`config.mk`:
```
export PLATFORM = sky130hd
export DESIGN_NAME = spimsp_top
export DESIGN_NICKNAME = d
export VERILOG_FILES = /design/src/spimsp_pkg.sv /design/src/spimsp_top.sv
export SDC_FILE = /design/constraint.sdc
export NUM_CORES = 1
export LEC_CHECK = 0
export BUFFER_PORTS_ARGS = -buffer_cell sky130_fd_sc_hd__buf_4
export CAP_MARGIN = 20
export CORE_MARGIN = 2
export CORE_UTILIZATION = 54
export DETAILED_ROUTE_END_ITERATION = 12
export HOLD_SLACK_MARGIN = 0.12
export MAX_ROUTING_LAYER = met4
export PLACE_DENSITY = 0.88
export SLEW_MARGIN = 0
export SYNTH_ARGS = -nofsm -noshare
export SYNTH_HDL_FRONTEND = slang
export SYNTH_SLANG_ARGS = --single-unit
```
`constraint.sdc`:
```
create_clock -name clk -period 4.1 [get_ports clk]
set_input_delay 0 -clock clk [delete_from_list [all_inputs] [get_ports clk]]
set_output_delay 0 -clock clk [all_outputs]
set_load 0.05 [all_outputs]
```
`src/spimsp_pkg.sv`:
```
// Purpose: constants and types for the serial peripheral port
// Assumes: 32-bit plain register port, byte addresses as printed
// Notes: the rule summary follows
// Contract
// - master drives clock and data out; slave reversed
// - eight bit full duplex exchange per transfer
// - master clock is 20.48 MHz over 2(1+divider)
// - divider floor 0x05 or 0x0B by setting
// - only core divider settings 0 and 1 supported
// - launch on one edge, sample on other
// - slave transfer framed by active low select
// - continuous mode holds select while data waits
// - single mode stalls before next waiting byte
// - loopback ties data out to data in
// - bits enable slave data and select drivers
// - overflow overwrites or discards by bit 8
// - underflow resends previous byte or zeros
// - bit 6 picks write or read start
// - bit 5 selects lsb or msb first
// - bit 3 sets clock idle level
// - bit 2 sets clock phase
// - bit 1 master select, bit 0 enable
// - receive full, overflow, their or; read clears
// - underflow and transmit request flags and clearing
// - transmit busy set by write, clears empty
// - divider register 8 bits, resets to 0x1B
// - transmit register write only, next byte out
package spimsp_pkg;
	// register byte addresses
	localparam logic [31:0] ADDR_STATUS = 32'hFFFF0A00;
	localparam logic [31:0] ADDR_RX = 32'hFFFF0A04;
	localparam logic [31:0] ADDR_TX = 32'hFFFF0A08;
	localparam logic [31:0] ADDR_DIV = 32'hFFFF0A0C;
	localparam logic [31:0] ADDR_CTRL = 32'hFFFF0A10;
	// control bit positions
	localparam int CB_CONT = 12;
	localparam int CB_LOOP = 11;
	localparam int CB_SOE = 10;
	localparam int CB_SSOE = 9;
	localparam int CB_OVW = 8;
	localparam int CB_UFM = 7;
	localparam int CB_TIM = 6;
	localparam int CB_LSB = 5;
	localparam int CB_CPOL = 3;
	localparam int CB_CPHA = 2;
	localparam int CB_MST = 1;
	localparam int CB_EN = 0;
	localparam logic [15:0] CTRL_MASK = 16'h1FEF;
	// reset values
	localparam logic [15:0] CTRL_RESET = 16'h0000;
	localparam logic [7:0] STATUS_RESET = 8'h00;
	localparam logic [7:0] RX_RESET = 8'h00;
	localparam logic [7:0] DIV_RESET = 8'h1B;
	// divider floors per core clock divider setting
	localparam logic [7:0] DIV_MIN_CD0 = 8'h05;
	localparam logic [7:0] DIV_MIN_CD1 = 8'h0B;
	// timing: reference rate of the divider and core rate, in kHz
	localparam int REF_KHZ = 20480;
	localparam int CLK_KHZ = 200000;
	localparam logic [17:0] ACC_STEP = 18'(REF_KHZ);
	localparam logic [17:0] ACC_WRAP = 18'(CLK_KHZ);
	localparam logic [3:0] HALVES_LAST = 4'hF;
	localparam logic [1:0] STALL_LAST = 2'h1;
	localparam logic [3:0] BIT_LAST = 4'h7;
	// master sequencer states
	typedef enum logic [1:0] {
		ST_IDLE = 2'b00,
		ST_XFER = 2'b01,
		ST_STALL = 2'b11
	} spimsp_state_t;
endpackage : spimsp_pkg

```
`src/spimsp_top.sv`:
```
// Purpose: master/slave serial peripheral port with register access
// Assumes: pin inputs synchronous to clk; one clock domain
// Notes: read data valid one cycle after the read strobe
`timescale 1ns/1ps
module spimsp_top import spimsp_pkg::*; (
	// clock and reset
	input wire logic clk,
	input wire logic rst,
	// register port
	input wire logic [31:0] addr,
	input wire logic [31:0] wr_data,
	input wire logic wr_en,
	input wire logic rd_en,
	output logic [31:0] rd_data,
	// core clock divider setting from the power block
	input wire logic [2:0] core_clock_divider_setting,
	// serial clock pin
	input wire logic sclk_i,
	output logic sclk_o,
	output logic sclk_oe_n,
	// master out slave in pin
	input wire logic mosi_i,
	output logic mosi_o,
	output logic mosi_oe_n,
	// master in slave out pin
	input wire logic miso_i,
	output logic miso_o,
	output logic miso_oe_n,
	// select pin
	input wire logic ss_n_i,
	output logic ss_n_o,
	output logic ss_oe_n
);

	// bit position within the byte for a given count
	function automatic logic [2:0] bit_pos(input logic [3:0] i, input logic lsb_first);
		bit_pos = lsb_first ? i[2:0] : 3'h7 - i[2:0];
	endfunction : bit_pos

	logic [15:0] ctrl_q;
	logic [7:0] div_q;
	logic [7:0] tx_hold_q;
	logic tx_pend_q;
	logic tx_sent_q;
	logic [7:0] tx_prev_q;
	logic [7:0] tx_buf_q;
	logic [7:0] rx_sh_q;
	logic [7:0] rx_sh_d;
	logic [7:0] rx_q;
	logic rx_full_q;
	logic ovf_q;
	logic tx_uf_q;
	logic tx_irq_q;
	logic st0_prev_q;
	logic [3:0] bit_q;
	logic [3:0] lidx_q;
	logic out_q;
	spimsp_state_t state_q;
	logic [3:0] hcnt_q;
	logic [7:0] hdiv_q;
	logic [1:0] scnt_q;
	logic [17:0] acc_q;
	logic ref_tick;
	logic sclk_q;
	logic sclk_prev_q;
	logic ss_prev_q;
	logic [31:0] rd_data_q;
	logic sclk_oe_n_q;
	logic mosi_oe_n_q;
	logic miso_oe_n_q;
	logic ss_n_o_q;
	logic ss_oe_n_q;

	// address decode
	logic wr_ctrl, wr_div, wr_tx, rd_rx;
	assign wr_ctrl = wr_en && (addr == ADDR_CTRL);
	assign wr_div = wr_en && (addr == ADDR_DIV);
	assign wr_tx = wr_en && (addr == ADDR_TX);
	assign rd_rx = rd_en && (addr == ADDR_RX);

	// control fields
	logic en, mst, cpol, cpha, lsb, cont, loop, ovw, ufm, tim;
	assign en = ctrl_q[CB_EN];
	assign mst = ctrl_q[CB_MST];
	assign cpol = ctrl_q[CB_CPOL];
	assign cpha = ctrl_q[CB_CPHA];
	assign lsb = ctrl_q[CB_LSB];
	assign cont = ctrl_q[CB_CONT];
	assign loop = ctrl_q[CB_LOOP];
	assign ovw = ctrl_q[CB_OVW];
	assign ufm = ctrl_q[CB_UFM];
	assign tim = ctrl_q[CB_TIM];

	// effective divider clamped to the floor of the core clock setting
	logic [7:0] div_min, eff_div;
	assign div_min = (core_clock_divider_setting == 3'h0) ? DIV_MIN_CD0 : DIV_MIN_CD1;
	assign eff_div = (div_q < div_min) ? div_min : div_q;

	// status view
	logic st_tx_busy;
	logic [7:0] status;
	assign st_tx_busy = tx_pend_q | tx_sent_q;
	assign status = {2'b00, ovf_q, rx_full_q | ovf_q, rx_full_q, tx_uf_q, tx_irq_q,
		st_tx_busy};

	// reference tick generator at 20.48 MHz out of the core clock
	logic [17:0] acc_sum;
	assign acc_sum = acc_q + ACC_STEP;
	assign ref_tick = (acc_sum >= ACC_WRAP);
	always_ff @(posedge clk or posedge rst) begin
		if (rst) begin
			acc_q <= 18'h00000;
		end else if (ref_tick) begin
			acc_q <= acc_sum - ACC_WRAP;
		end else begin
			acc_q <= acc_sum;
		end
	end

	// half period strobe: eff_div+1 reference ticks per half
	logic h_ev;
	assign h_ev = ref_tick && (hdiv_q == eff_div);

	// master event decode
	logic m_go, m_edge, m_last, m_cont, m_load, m_lead, m_trail;
	assign m_go = en && mst && (tim ? tx_pend_q : rd_rx);
	assign m_edge = (state_q == ST_XFER) && h_ev;
	assign m_last = m_edge && (hcnt_q == HALVES_LAST);
	assign m_cont = cont && tx_pend_q;
	assign m_load = ((state_q == ST_IDLE) && m_go) || (m_last && m_cont);
	assign m_lead = m_edge && (sclk_q == cpol);
	assign m_trail = m_edge && (sclk_q != cpol);

	// slave event decode from the pin clock and select
	logic s_act, s_start, s_lead, s_trail;
	assign s_act = en && !mst && !ss_n_i;
	assign s_start = en && !mst && ss_prev_q && !ss_n_i;
	assign s_lead = s_act && (sclk_prev_q == cpol) && (sclk_i != cpol);
	assign s_trail = s_act && (sclk_prev_q != cpol) && (sclk_i == cpol);

	// common bit engine events
	logic load, lead, trail, launch, sample, done, in_bit, uf_ev;
	logic [7:0] tx_src;
	assign load = mst ? m_load : s_start;
	assign lead = mst ? m_lead : s_lead;
	assign trail = mst ? m_trail : s_trail;
	assign launch = cpha ? lead : (trail && (lidx_q <= BIT_LAST));
	assign sample = cpha ? trail : lead;
	assign done = sample && (bit_q == BIT_LAST);
	assign in_bit = loop ? out_q : (mst ? miso_i : mosi_i);
	assign tx_src = tx_pend_q ? tx_hold_q : (ufm ? tx_prev_q : 8'h00);
	assign uf_ev = load && !tx_pend_q;

	// receive shift with the current bit inserted
	always_comb begin
		rx_sh_d = rx_sh_q;
		rx_sh_d[bit_pos(bit_q, lsb)] = in_bit;
	end

	// control and divider registers
	always_ff @(posedge clk or posedge rst) begin
		if (rst) begin
			ctrl_q <= CTRL_RESET;
			div_q <= DIV_RESET;
		end else begin
			if (wr_ctrl) begin
				ctrl_q <= wr_data[15:0] & CTRL_MASK;
			end
			if (wr_div) begin
				div_q <= wr_data[7:0];
			end
		end
	end

	// master sequencer
	always_ff @(posedge clk or posedge rst) begin
		if (rst) begin
			state_q <= ST_IDLE;
			hcnt_q <= 4'h0;
			hdiv_q <= 8'h00;
			scnt_q <= 2'h0;
			sclk_q <= 1'b0;
		end else if (!en || !mst) begin
			state_q <= ST_IDLE;
			hcnt_q <= 4'h0;
			hdiv_q <= 8'h00;
			scnt_q <= 2'h0;
			sclk_q <= cpol;
		end else begin
			if (h_ev || state_q == ST_IDLE) begin
				hdiv_q <= 8'h00;
			end else if (ref_tick) begin
				hdiv_q <= hdiv_q + 8'h01;
			end
			case (state_q)
				ST_IDLE: begin
					sclk_q <= cpol;
					hcnt_q <= 4'h0;
					scnt_q <= 2'h0;
					if (m_go) begin
						state_q <= ST_XFER;
					end
				end
				ST_XFER: begin
					if (m_edge) begin
						sclk_q <= ~sclk_q;
						hcnt_q <= hcnt_q + 4'h1;
						if (m_last && !m_cont) begin
							state_q <= ST_STALL;
						end
					end
				end
				ST_STALL: begin
					sclk_q <= cpol;
					if (h_ev) begin
						scnt_q <= scnt_q + 2'h1;
						if (scnt_q == STALL_LAST) begin
							state_q <= ST_IDLE;
						end
					end
				end
				default: begin
					state_q <= ST_IDLE;
				end
			endcase
		end
	end

	// shift engine: load, launch and sample
	always_ff @(posedge clk or posedge rst) begin
		if (rst) begin
			tx_buf_q <= 8'h00;
			tx_prev_q <= 8'h00;
			rx_sh_q <= 8'h00;
			bit_q <= 4'h0;
			lidx_q <= 4'h0;
			out_q <= 1'b0;
		end else if (load) begin
			tx_buf_q <= tx_src;
			tx_prev_q <= tx_src;
			rx_sh_q <= 8'h00;
			bit_q <= 4'h0;
			if (!cpha) begin
				out_q <= tx_src[bit_pos(4'h0, lsb)];
				lidx_q <= 4'h1;
			end else begin
				lidx_q <= 4'h0;
			end
		end else begin
			if (launch) begin
				out_q <= tx_buf_q[bit_pos(lidx_q, lsb)];
				lidx_q <= lidx_q + 4'h1;
			end
			if (sample) begin
				rx_sh_q <= rx_sh_d;
				bit_q <= bit_q + 4'h1;
			end
		end
	end

	// transmit holding register and busy flags
	always_ff @(posedge clk or posedge rst) begin
		if (rst) begin
			tx_hold_q <= 8'h00;
			tx_pend_q <= 1'b0;
			tx_sent_q <= 1'b0;
		end else begin
			if (wr_tx) begin
				tx_hold_q <= wr_data[7:0];
			end
			if (wr_tx) begin
				tx_pend_q <= 1'b1;
			end else if (load) begin
				tx_pend_q <= 1'b0;
			end
			if (load) begin
				tx_sent_q <= tx_pend_q;
			end else if (done || !en) begin
				tx_sent_q <= 1'b0;
			end
		end
	end

	// transmit status flags, set wins over clear
	always_ff @(posedge clk or posedge rst) begin
		if (rst) begin
			tx_uf_q <= 1'b0;
			tx_irq_q <= 1'b0;
			st0_prev_q <= 1'b0;
		end else begin
			st0_prev_q <= st_tx_busy;
			if (uf_ev) begin
				tx_uf_q <= 1'b1;
			end else if (wr_tx) begin
				tx_uf_q <= 1'b0;
			end
			if (uf_ev || (st0_prev_q && !st_tx_busy)) begin
				tx_irq_q <= 1'b1;
			end else if (wr_tx || (!en && !st_tx_busy)) begin
				tx_irq_q <= 1'b0;
			end
		end
	end

	// receive register and flags, a new byte wins over a read clear
	always_ff @(posedge clk or posedge rst) begin
		if (rst) begin
			rx_q <= RX_RESET;
			rx_full_q <= 1'b0;
			ovf_q <= 1'b0;
		end else begin
			if (done && (!rx_full_q || ovw || rd_rx)) begin
				rx_q <= rx_sh_d;
			end
			if (done) begin
				rx_full_q <= 1'b1;
			end else if (rd_rx) begin
				rx_full_q <= 1'b0;
			end
			if (done && rx_full_q && !rd_rx) begin
				ovf_q <= 1'b1;
			end else if (rd_rx) begin
				ovf_q <= 1'b0;
			end
		end
	end

	// pin history for slave edge and select detection
	always_ff @(posedge clk or posedge rst) begin
		if (rst) begin
			sclk_prev_q <= 1'b0;
			ss_prev_q <= 1'b1;
		end else begin
			sclk_prev_q <= sclk_i;
			ss_prev_q <= ss_n_i;
		end
	end

	// pin drivers and enables, low enable means driving
	always_ff @(posedge clk or posedge rst) begin
		if (rst) begin
			sclk_oe_n_q <= 1'b1;
			mosi_oe_n_q <= 1'b1;
			miso_oe_n_q <= 1'b1;
			ss_n_o_q <= 1'b1;
			ss_oe_n_q <= 1'b1;
		end else begin
			sclk_oe_n_q <= !(en && mst);
			mosi_oe_n_q <= !(en && mst);
			miso_oe_n_q <= !(en && !mst && ctrl_q[CB_SOE] && !ss_n_i);
			ss_n_o_q <= !(state_q == ST_XFER || m_load);
			ss_oe_n_q <= !(en && mst && ctrl_q[CB_SSOE]);
		end
	end

	// read data, one cycle after the strobe; unmapped reads zero
	always_ff @(posedge clk or posedge rst) begin
		if (rst) begin
			rd_data_q <= 32'h00000000;
		end else if (rd_en) begin
			case (addr)
				ADDR_STATUS: rd_data_q <= {24'h000000, status};
				ADDR_RX: rd_data_q <= {24'h000000, rx_q};
				ADDR_DIV: rd_data_q <= {24'h000000, div_q};
				ADDR_CTRL: rd_data_q <= {16'h0000, ctrl_q};
				default: rd_data_q <= 32'h00000000;
			endcase
		end else begin
			rd_data_q <= 32'h00000000;
		end
	end

	// outputs from flip-flops
	assign rd_data = rd_data_q;
	assign sclk_o = sclk_q;
	assign sclk_oe_n = sclk_oe_n_q;
	assign mosi_o = out_q;
	assign mosi_oe_n = mosi_oe_n_q;
	assign miso_o = out_q;
	assign miso_oe_n = miso_oe_n_q;
	assign ss_n_o = ss_n_o_q;
	assign ss_oe_n = ss_oe_n_q;

endmodule : spimsp_top

```
# --- Word-level counts from Yosys, hierarchy flattened ---
# Index checks and enable logic that the tools add are counted.
# W data, S select, Z words.
totals:
  word_cells: 212
  output_inout_bits: 40
  ff_bits: 141
  inputBits: 75
op_classes:
  eq_ne: 23
  n_mux: 65
  n_addsub: 9
  order_cmp: 7
  n_bitwise: 3
  reduce_logical: 76
ops:
  columns: ["cell", "n"]
  rows:
  - ["$eq A32 B32 Y1 const B", 5]
  - ["$mux W8", 8]
  - ["$pmux W13 S4", 1]
  - ["$logic_and A1 B1 Y1", 35]
  - ["$mux W32", 1]
  - ["$mux W1", 28]
  - ["$mux W4", 7]
  - ["$add A18 B15 Y18 const B", 1]
  - ["$ge A18 B18 Y1 const B", 1]
  - ["$mux W18", 1]
  - ["$sub A18 B18 Y18 const B", 1]
  - ["$mux W2", 8]
  - ["$reduce_bool A2 Y1", 8]
  - ["$add A4 B1 Y4 const B", 3]
  - ["$logic_not A1 Y1", 12]
  - ["$lt A3 B4 Y1 const B", 3]
  - ["$ne A3 B3 Y1 const B", 4]
  - ["$reduce_bool A3 Y1", 4]
  - ["$logic_or A1 B1 Y1", 9]
  - ["$mux W3", 3]
  - ["$add A8 B1 Y8 const B", 1]
  - ["$bwmux W8", 1]
  - ["$eq A8 B8 Y1", 1]
  - ["$lt A8 B4 Y1", 1]
  - ["25 further kinds", 36]

# --- Longest topological paths before layout ---
logic_depth:
  ltp_word: 14
  depth_mapped: 12
  ltp_nobuf: 9

# --- Least setup slack after synthesis ---
# Ideal clock, no wire load.
synth_timing:
  path_kind: "reg-to-reg"
  startpoint: "reg acc_q[12]"
  endpoint: "reg rx_q[0]"
  stages_incl_launch_ff: 10
  setup_slack_ns: 1.387
  n_path_buf: 1
  setup_time_ns: 0.125
  arrival_ns: 2.588
  t_required_ns: 3.975
  synth_period_minus_slack_ns: 2.713
  cell_sequence: "dfrtp_1 ha_1 buf_2 or4b_1 o22ai_1 a32oi_1 a211oi_2 a31oi_4 nor3_4 mux2_2"
synth_via:
  elab_chain_cells: 9
  word_cells_on_any_way: 11
  cone_classes: "add/sub (1); order compare (1); mux (3); reduce/logical (6)"
synth_lines:
  columns: ["element", "line_no", "rtl"]
  rows:
  - ["from (decl)", "spimsp_top.sv:62", "logic [17:0] acc_q;"]
  - ["from (signal assigned)", "spimsp_top.sv:114", "acc_q <= acc_sum - ACC_WRAP;"]
  - ["from (signal assigned)", "spimsp_top.sv:116", "acc_q <= acc_sum;"]
  - ["$add A18 B15 Y18 *", "spimsp_top.sv:108", "assign acc_sum = acc_q + ACC_STEP;"]
  - ["$ge A18 B18 Y1 *", "spimsp_top.sv:109", "assign ref_tick = (acc_sum >= ACC_WRAP);"]
  - ["$logic_and A1 B1 Y1 *", "spimsp_top.sv:122", "assign h_ev = ref_tick && (hdiv_q == eff_div);"]
  - ["$logic_and A1 B1 Y1 *", "spimsp_top.sv:127", "assign m_edge = (state_q == ST_XFER) && h_ev;"]
  - ["$logic_and A1 B1 Y1 (on tied branches)", "spimsp_top.sv:131, spimsp_top.sv:132", null]
  - ["$mux W1 (on tied branches)", "spimsp_top.sv:145, spimsp_top.sv:146", null]
  - ["$mux W1 *", "spimsp_top.sv:148", "assign sample = cpha ? trail : lead;"]
  - ["$logic_and A1 B1 Y1 *", "spimsp_top.sv:149", "assign done = sample && (bit_q == BIT_LAST);"]
  - ["$logic_and A1 B1 Y1 *", "spimsp_top.sv:312", "if (done && (!rx_full_q || ovw || rd_rx)) begin"]
  - ["to (signal assigned)", "spimsp_top.sv:313", "rx_q <= rx_sh_d;"]
  - ["to (decl)", "spimsp_top.sv:49", "logic [7:0] rx_q;"]
# Every way passes the cells marked *; elsewhere a longest branch is shown, timed or not.
# A chain may end at the register's enable or synchronous reset.

# --- Final worst setup path ---
layout_timing:
  startpoint: "reg div_q[7]"
  endpoint: "reg out_q, in the netlist miso_o"
layout_via:
  elab_chain_cells: 11
  word_cells_on_any_way: 19
  cone_classes: "order compare (1); eq/ne (2); mux (6); reduce/logical (10)"
layout_lines:
  columns: ["element", "line_no", "rtl"]
  rows:
  - ["from (decl)", "spimsp_top.sv:41", "logic [7:0] div_q;"]
  - ["from (signal assigned)", "spimsp_top.sv:170", "div_q <= wr_data[7:0];"]
  - ["$lt A8 B4 Y1", "spimsp_top.sv:97", "assign eff_div = (div_q < div_min) ? div_min : div_q;"]
  - ["$mux W8 *", "spimsp_top.sv:97", null]
  - ["$eq A8 B8 Y1 *", "spimsp_top.sv:122", null]
  - ["$logic_and A1 B1 Y1 *", "spimsp_top.sv:122", null]
  - ["$logic_and A1 B1 Y1 *", "spimsp_top.sv:127", null]
  - ["$logic_and A1 B1 Y1 (on tied branches)", "spimsp_top.sv:128, spimsp_top.sv:132", null]
  - ["$logic_and A1 B1 Y1 or $mux W1 (tied branches)", "spimsp_top.sv:130, spimsp_top.sv:146", null]
  - ["$logic_or A1 B1 Y1 or $logic_and A1 B1 Y1 (tied branches)", "spimsp_top.sv:130, spimsp_top.sv:147", null]
  - ["$mux W1 (on tied branches)", "spimsp_top.sv:144, spimsp_top.sv:147", null]
  - ["$ne A2 B2 Y1 (no line) or $reduce_bool A2 Y1 (tied branches)", null, null]
  - ["$reduce_and A2 Y1 (no line)", null, null]
  - ["to (signal assigned)", "spimsp_top.sv:244", "out_q <= tx_src[bit_pos(4'h0, lsb)];"]
  - ["to (signal assigned)", "spimsp_top.sv:251", "out_q <= tx_buf_q[bit_pos(lidx_q, lsb)];"]
  - ["to (decl)", "spimsp_top.sv:57", "logic out_q;"]
# Marked as above.

==> run_results.csv <==
group,metric,value,unit
timing,fin_setup_tns,0,ns
global_routing,gr-usage-met2,49.60,%
placed_design,detailedPlacementHpwl,11.63,mm
timing,rsz0062_at_grt,"false",
synthesis,synthDistinctLibCells,72,
timing,worst_pin_slew,0.8611,ns
job,maxCapViolations,0,
drt,viasPerCell,6.336,
clocking,cts_tree,"built",
drt,antenna_left,0,
synthesis,ys_seq_area_share,44.34,%
drt,drt_first_pass_iters,7,
global_routing,top_usage_layer,"met2",
global_routing,overflow,0,
synthesis,yosys_warnings,0,
setup_path,path_max_fanout,19,
clocking,cts_buffers,17,
synthesis,ys_ff_latch,116,
timing,setup_viol,0,
synthesis,syn_area,6573,µm²
pwr,p_total,2815,µW
final_layout,fin_util,66.57,%
final_layout,n_antenna_cell,0,
setup_path,cpLargestDelayFamily,"simple AND/OR/NAND/NOR gates",
setup_path,crit_chain,"nor4_1 > o211ai_1 > o22ai_1 > and4b_1 > a31oi_2 > mux2_2 > a221o_1",
clocking,clk_path_buf_depth,2,
setup_path,slowest_delay,0.78,ns
timing,fin_crit_sh,83.18,%
global_routing,grt_util_all_layers,28.62,%
global_routing,grt_pass1_wl,28.32,mm
clocking,cts_setup_buffers,0,
clocking,htreeDepth,4,
timing,slew_headroom,42.38,%
outcome,status,"complete, no violations",
min_path,hp-class,"in -> async",
placed_design,place.gp.congestion,0.9151,
final_layout,area.growth.synth_to_final,21.15,%
setup_path,worst-path-buf-inv,0,
timing,max_freq,293.2,MHz
pwr,ir_drop,246.2,µV
drt,wl_per_cell,19.49,µm
floorplanning,initial_core_util,54.95,%
final_layout,final_nets,836,
timing,hold_viol_final,0,
setup_path,worst_setup_path_end_kind,"flop",
clocking,clockRootBuffer,"clkbuf_16",
synthesis,yosysTopAreaCell,"dfrtp_1",
clocking,clock_sinks,116,
synthesis,synth_ff_type,"dfrtp_1",
synthesis,yosysTopAreaCellShare,40.74,%
final_layout,drive_above_1_share,23.52,%
setup_path,crit_required,4.40,ns
pwr,power-per-cell-area,353.6,nW/µm²
floorplanning,die_h,114.3,µm
setup_path,startpoint_type,"flop",
global_routing,grtUsageMet3,6.776,%
setup_path,cp_slowest_cell,"and4b_1",
floorplanning,fp-row-count,40,
timing,timing.final.ws_setup,0.6895,ns
global_routing,grt_max_degree,81,
synthesis,synth_edf_count,0,
drt,num_vias,5753,
global_routing,grt_use_met1,31.88,%
placed_design,place_ws,0.8324,ns
setup_path,worst_ep_arrival_time,3.71,ns
clocking,clkLatencyLatePin,0.42,ns
placed_design,port_buffers,76,
synthesis,avgSynthCellArea,9.898,µm²
clocking,clkSlewWorstSetupHoldPaths,0.06,ns
synthesis,synthTopCellsByArea,"dfrtp_1 41%, mux2_2 7.0%, dfstp_2 3.6%",
floorplanning,io_pins,115,
synthesis,async_reset_ff_share,100.0,%
floorplanning,core_area,11960,µm²
drt,totalWireLength,17.70,mm
synthesis,synth_cells,664,
pwr,leakage,0.003496,µW
synthesis,netlist_top_cells_count,"107 x dfrtp_1, 55 x nand2_1, 42 x o21ai_0",
synthesis,synth_most_common_cell,"dfrtp_1",
drt,drt-initial-drc-count,479,
timing,min_period,3.411,ns
timing,fin_worst_skew,0.007926,ns
floorplanning,die_w,114.3,µm
drt,drc,0,
global_routing,antenna_found_initial,0,
setup_path,criticalPathCategory,"reg -> reg",
timing,slew_violations,0,
global_routing,grt_pass1_vias,5759,
floorplanning,die_area,13070,µm²
## layout by cell type (no fill, tap or decap), drive strengths merged, types with 9 or more instances in the layout
master,n
buf,80
o22ai,18
clkbuf,21
inv,17
a21oi,37
and3,13
xnor2,13
ha,13
nor2,38
dfrtp,107
nand2,57
mux2,41
o21ai,42
nor3,9
mux2i,9
nand3,23
conb,19
dlygate4sd3,21
nand2b,14
xor2,12
dfstp,9
a22o,9
or3,10
## final timing paths
path	from	end	slack [ns]	cells after the start
max	div_q[7]	miso_o	0.69	7
min reg2reg	ctrl_q[9]	ss_oe_n	0.43	1
max in group asynchronous	rst	div_q[0]	2.84	5
max reg2reg	div_q[7]	miso_o	0.69	7
min	rst	acc_q[12]	0.12	3
min in group clk	addr[14]	ss_n_o	0.18	5
## worst register-to-register path, cell delays in order, from the launching register on
cell	delay (ns)
dfrtp_1	0.43
nor4_1	0.57
o211ai_1	0.22
o22ai_1	0.25
and4b_1	0.78
a31oi_2	0.39
mux2_2	0.37
a221o_1	0.28
## layout make-up
cell class                      count  area (µm²)
Fill cell                         846        3999
Multi-Input combinational cell    495        3357
Sequential cell                   116        2914
Timing Repair Buffer              101       830.8
Clock buffer                       21       460.4
Tap cell                          147       183.9
Clock inverter                     11       150.1
Inverter                           17       66.31
## logic make-up after synthesis
family,count (synthesis),synth area share (%)
AO/OA/AOI/OAI,172,18.07
adder cells (fa/ha/maj),13,2.475
AND/OR/NAND/NOR,216,17.72
other,1,0.05706
flip-flops,116,44.34
buffers and inverters,71,5.616
XOR/XNOR,25,3.331
multiplexers,50,8.395
## power by group
group          total, µW  internal (µW)  switching (µW)  leakage [µW]
Sequential          1150           1150           0.353       0.00155
Combinational        152           58.3            93.4       0.00165
Clock               1520            989             527      0.000294
## stage by stage
stage / hold WS (ns) / instance area (µm²) / std cells
2_1_floorplan: 0.004478 / 6640 / 682
4_1_cts: 0.1731 / 7935 / 907
5_1_grt: 0.1479 / 7963 / 908
6_report: 0.1182 / 7963 / 908
3_5_place_dp: 0.1342 / 7114 / 854
3_3_place_gp: 0.1338 / 7114 / 854
## state kept, by name, summed over array words and instances (netlist names), 8 cells and up
signal / cells
div_q: 8
tx_buf_q: 8
acc_q: 12
rx_q: 8
rx_sh_q: 8
tx_hold_q: 8
hdiv_q: 8
ctrl_q: 12
rd_data: 13
## layer usage
| metal | wire length [µm] | part of all wire (%) |
|---|---|---|
| met4 | 733 | 4.1 |
| met1 | 6455 | 36 |
| met2 | 8994 | 51 |
| met3 | 1512 | 8.5 |
| met5 | 0 | 0 |
## what timing repair did
item	in CTS	in global routing
resized for setup	0	0
endpoints found under the hold margin	117	0
hold buffers	21	0
No activity file was read; power rests on OpenSTA's default activity.
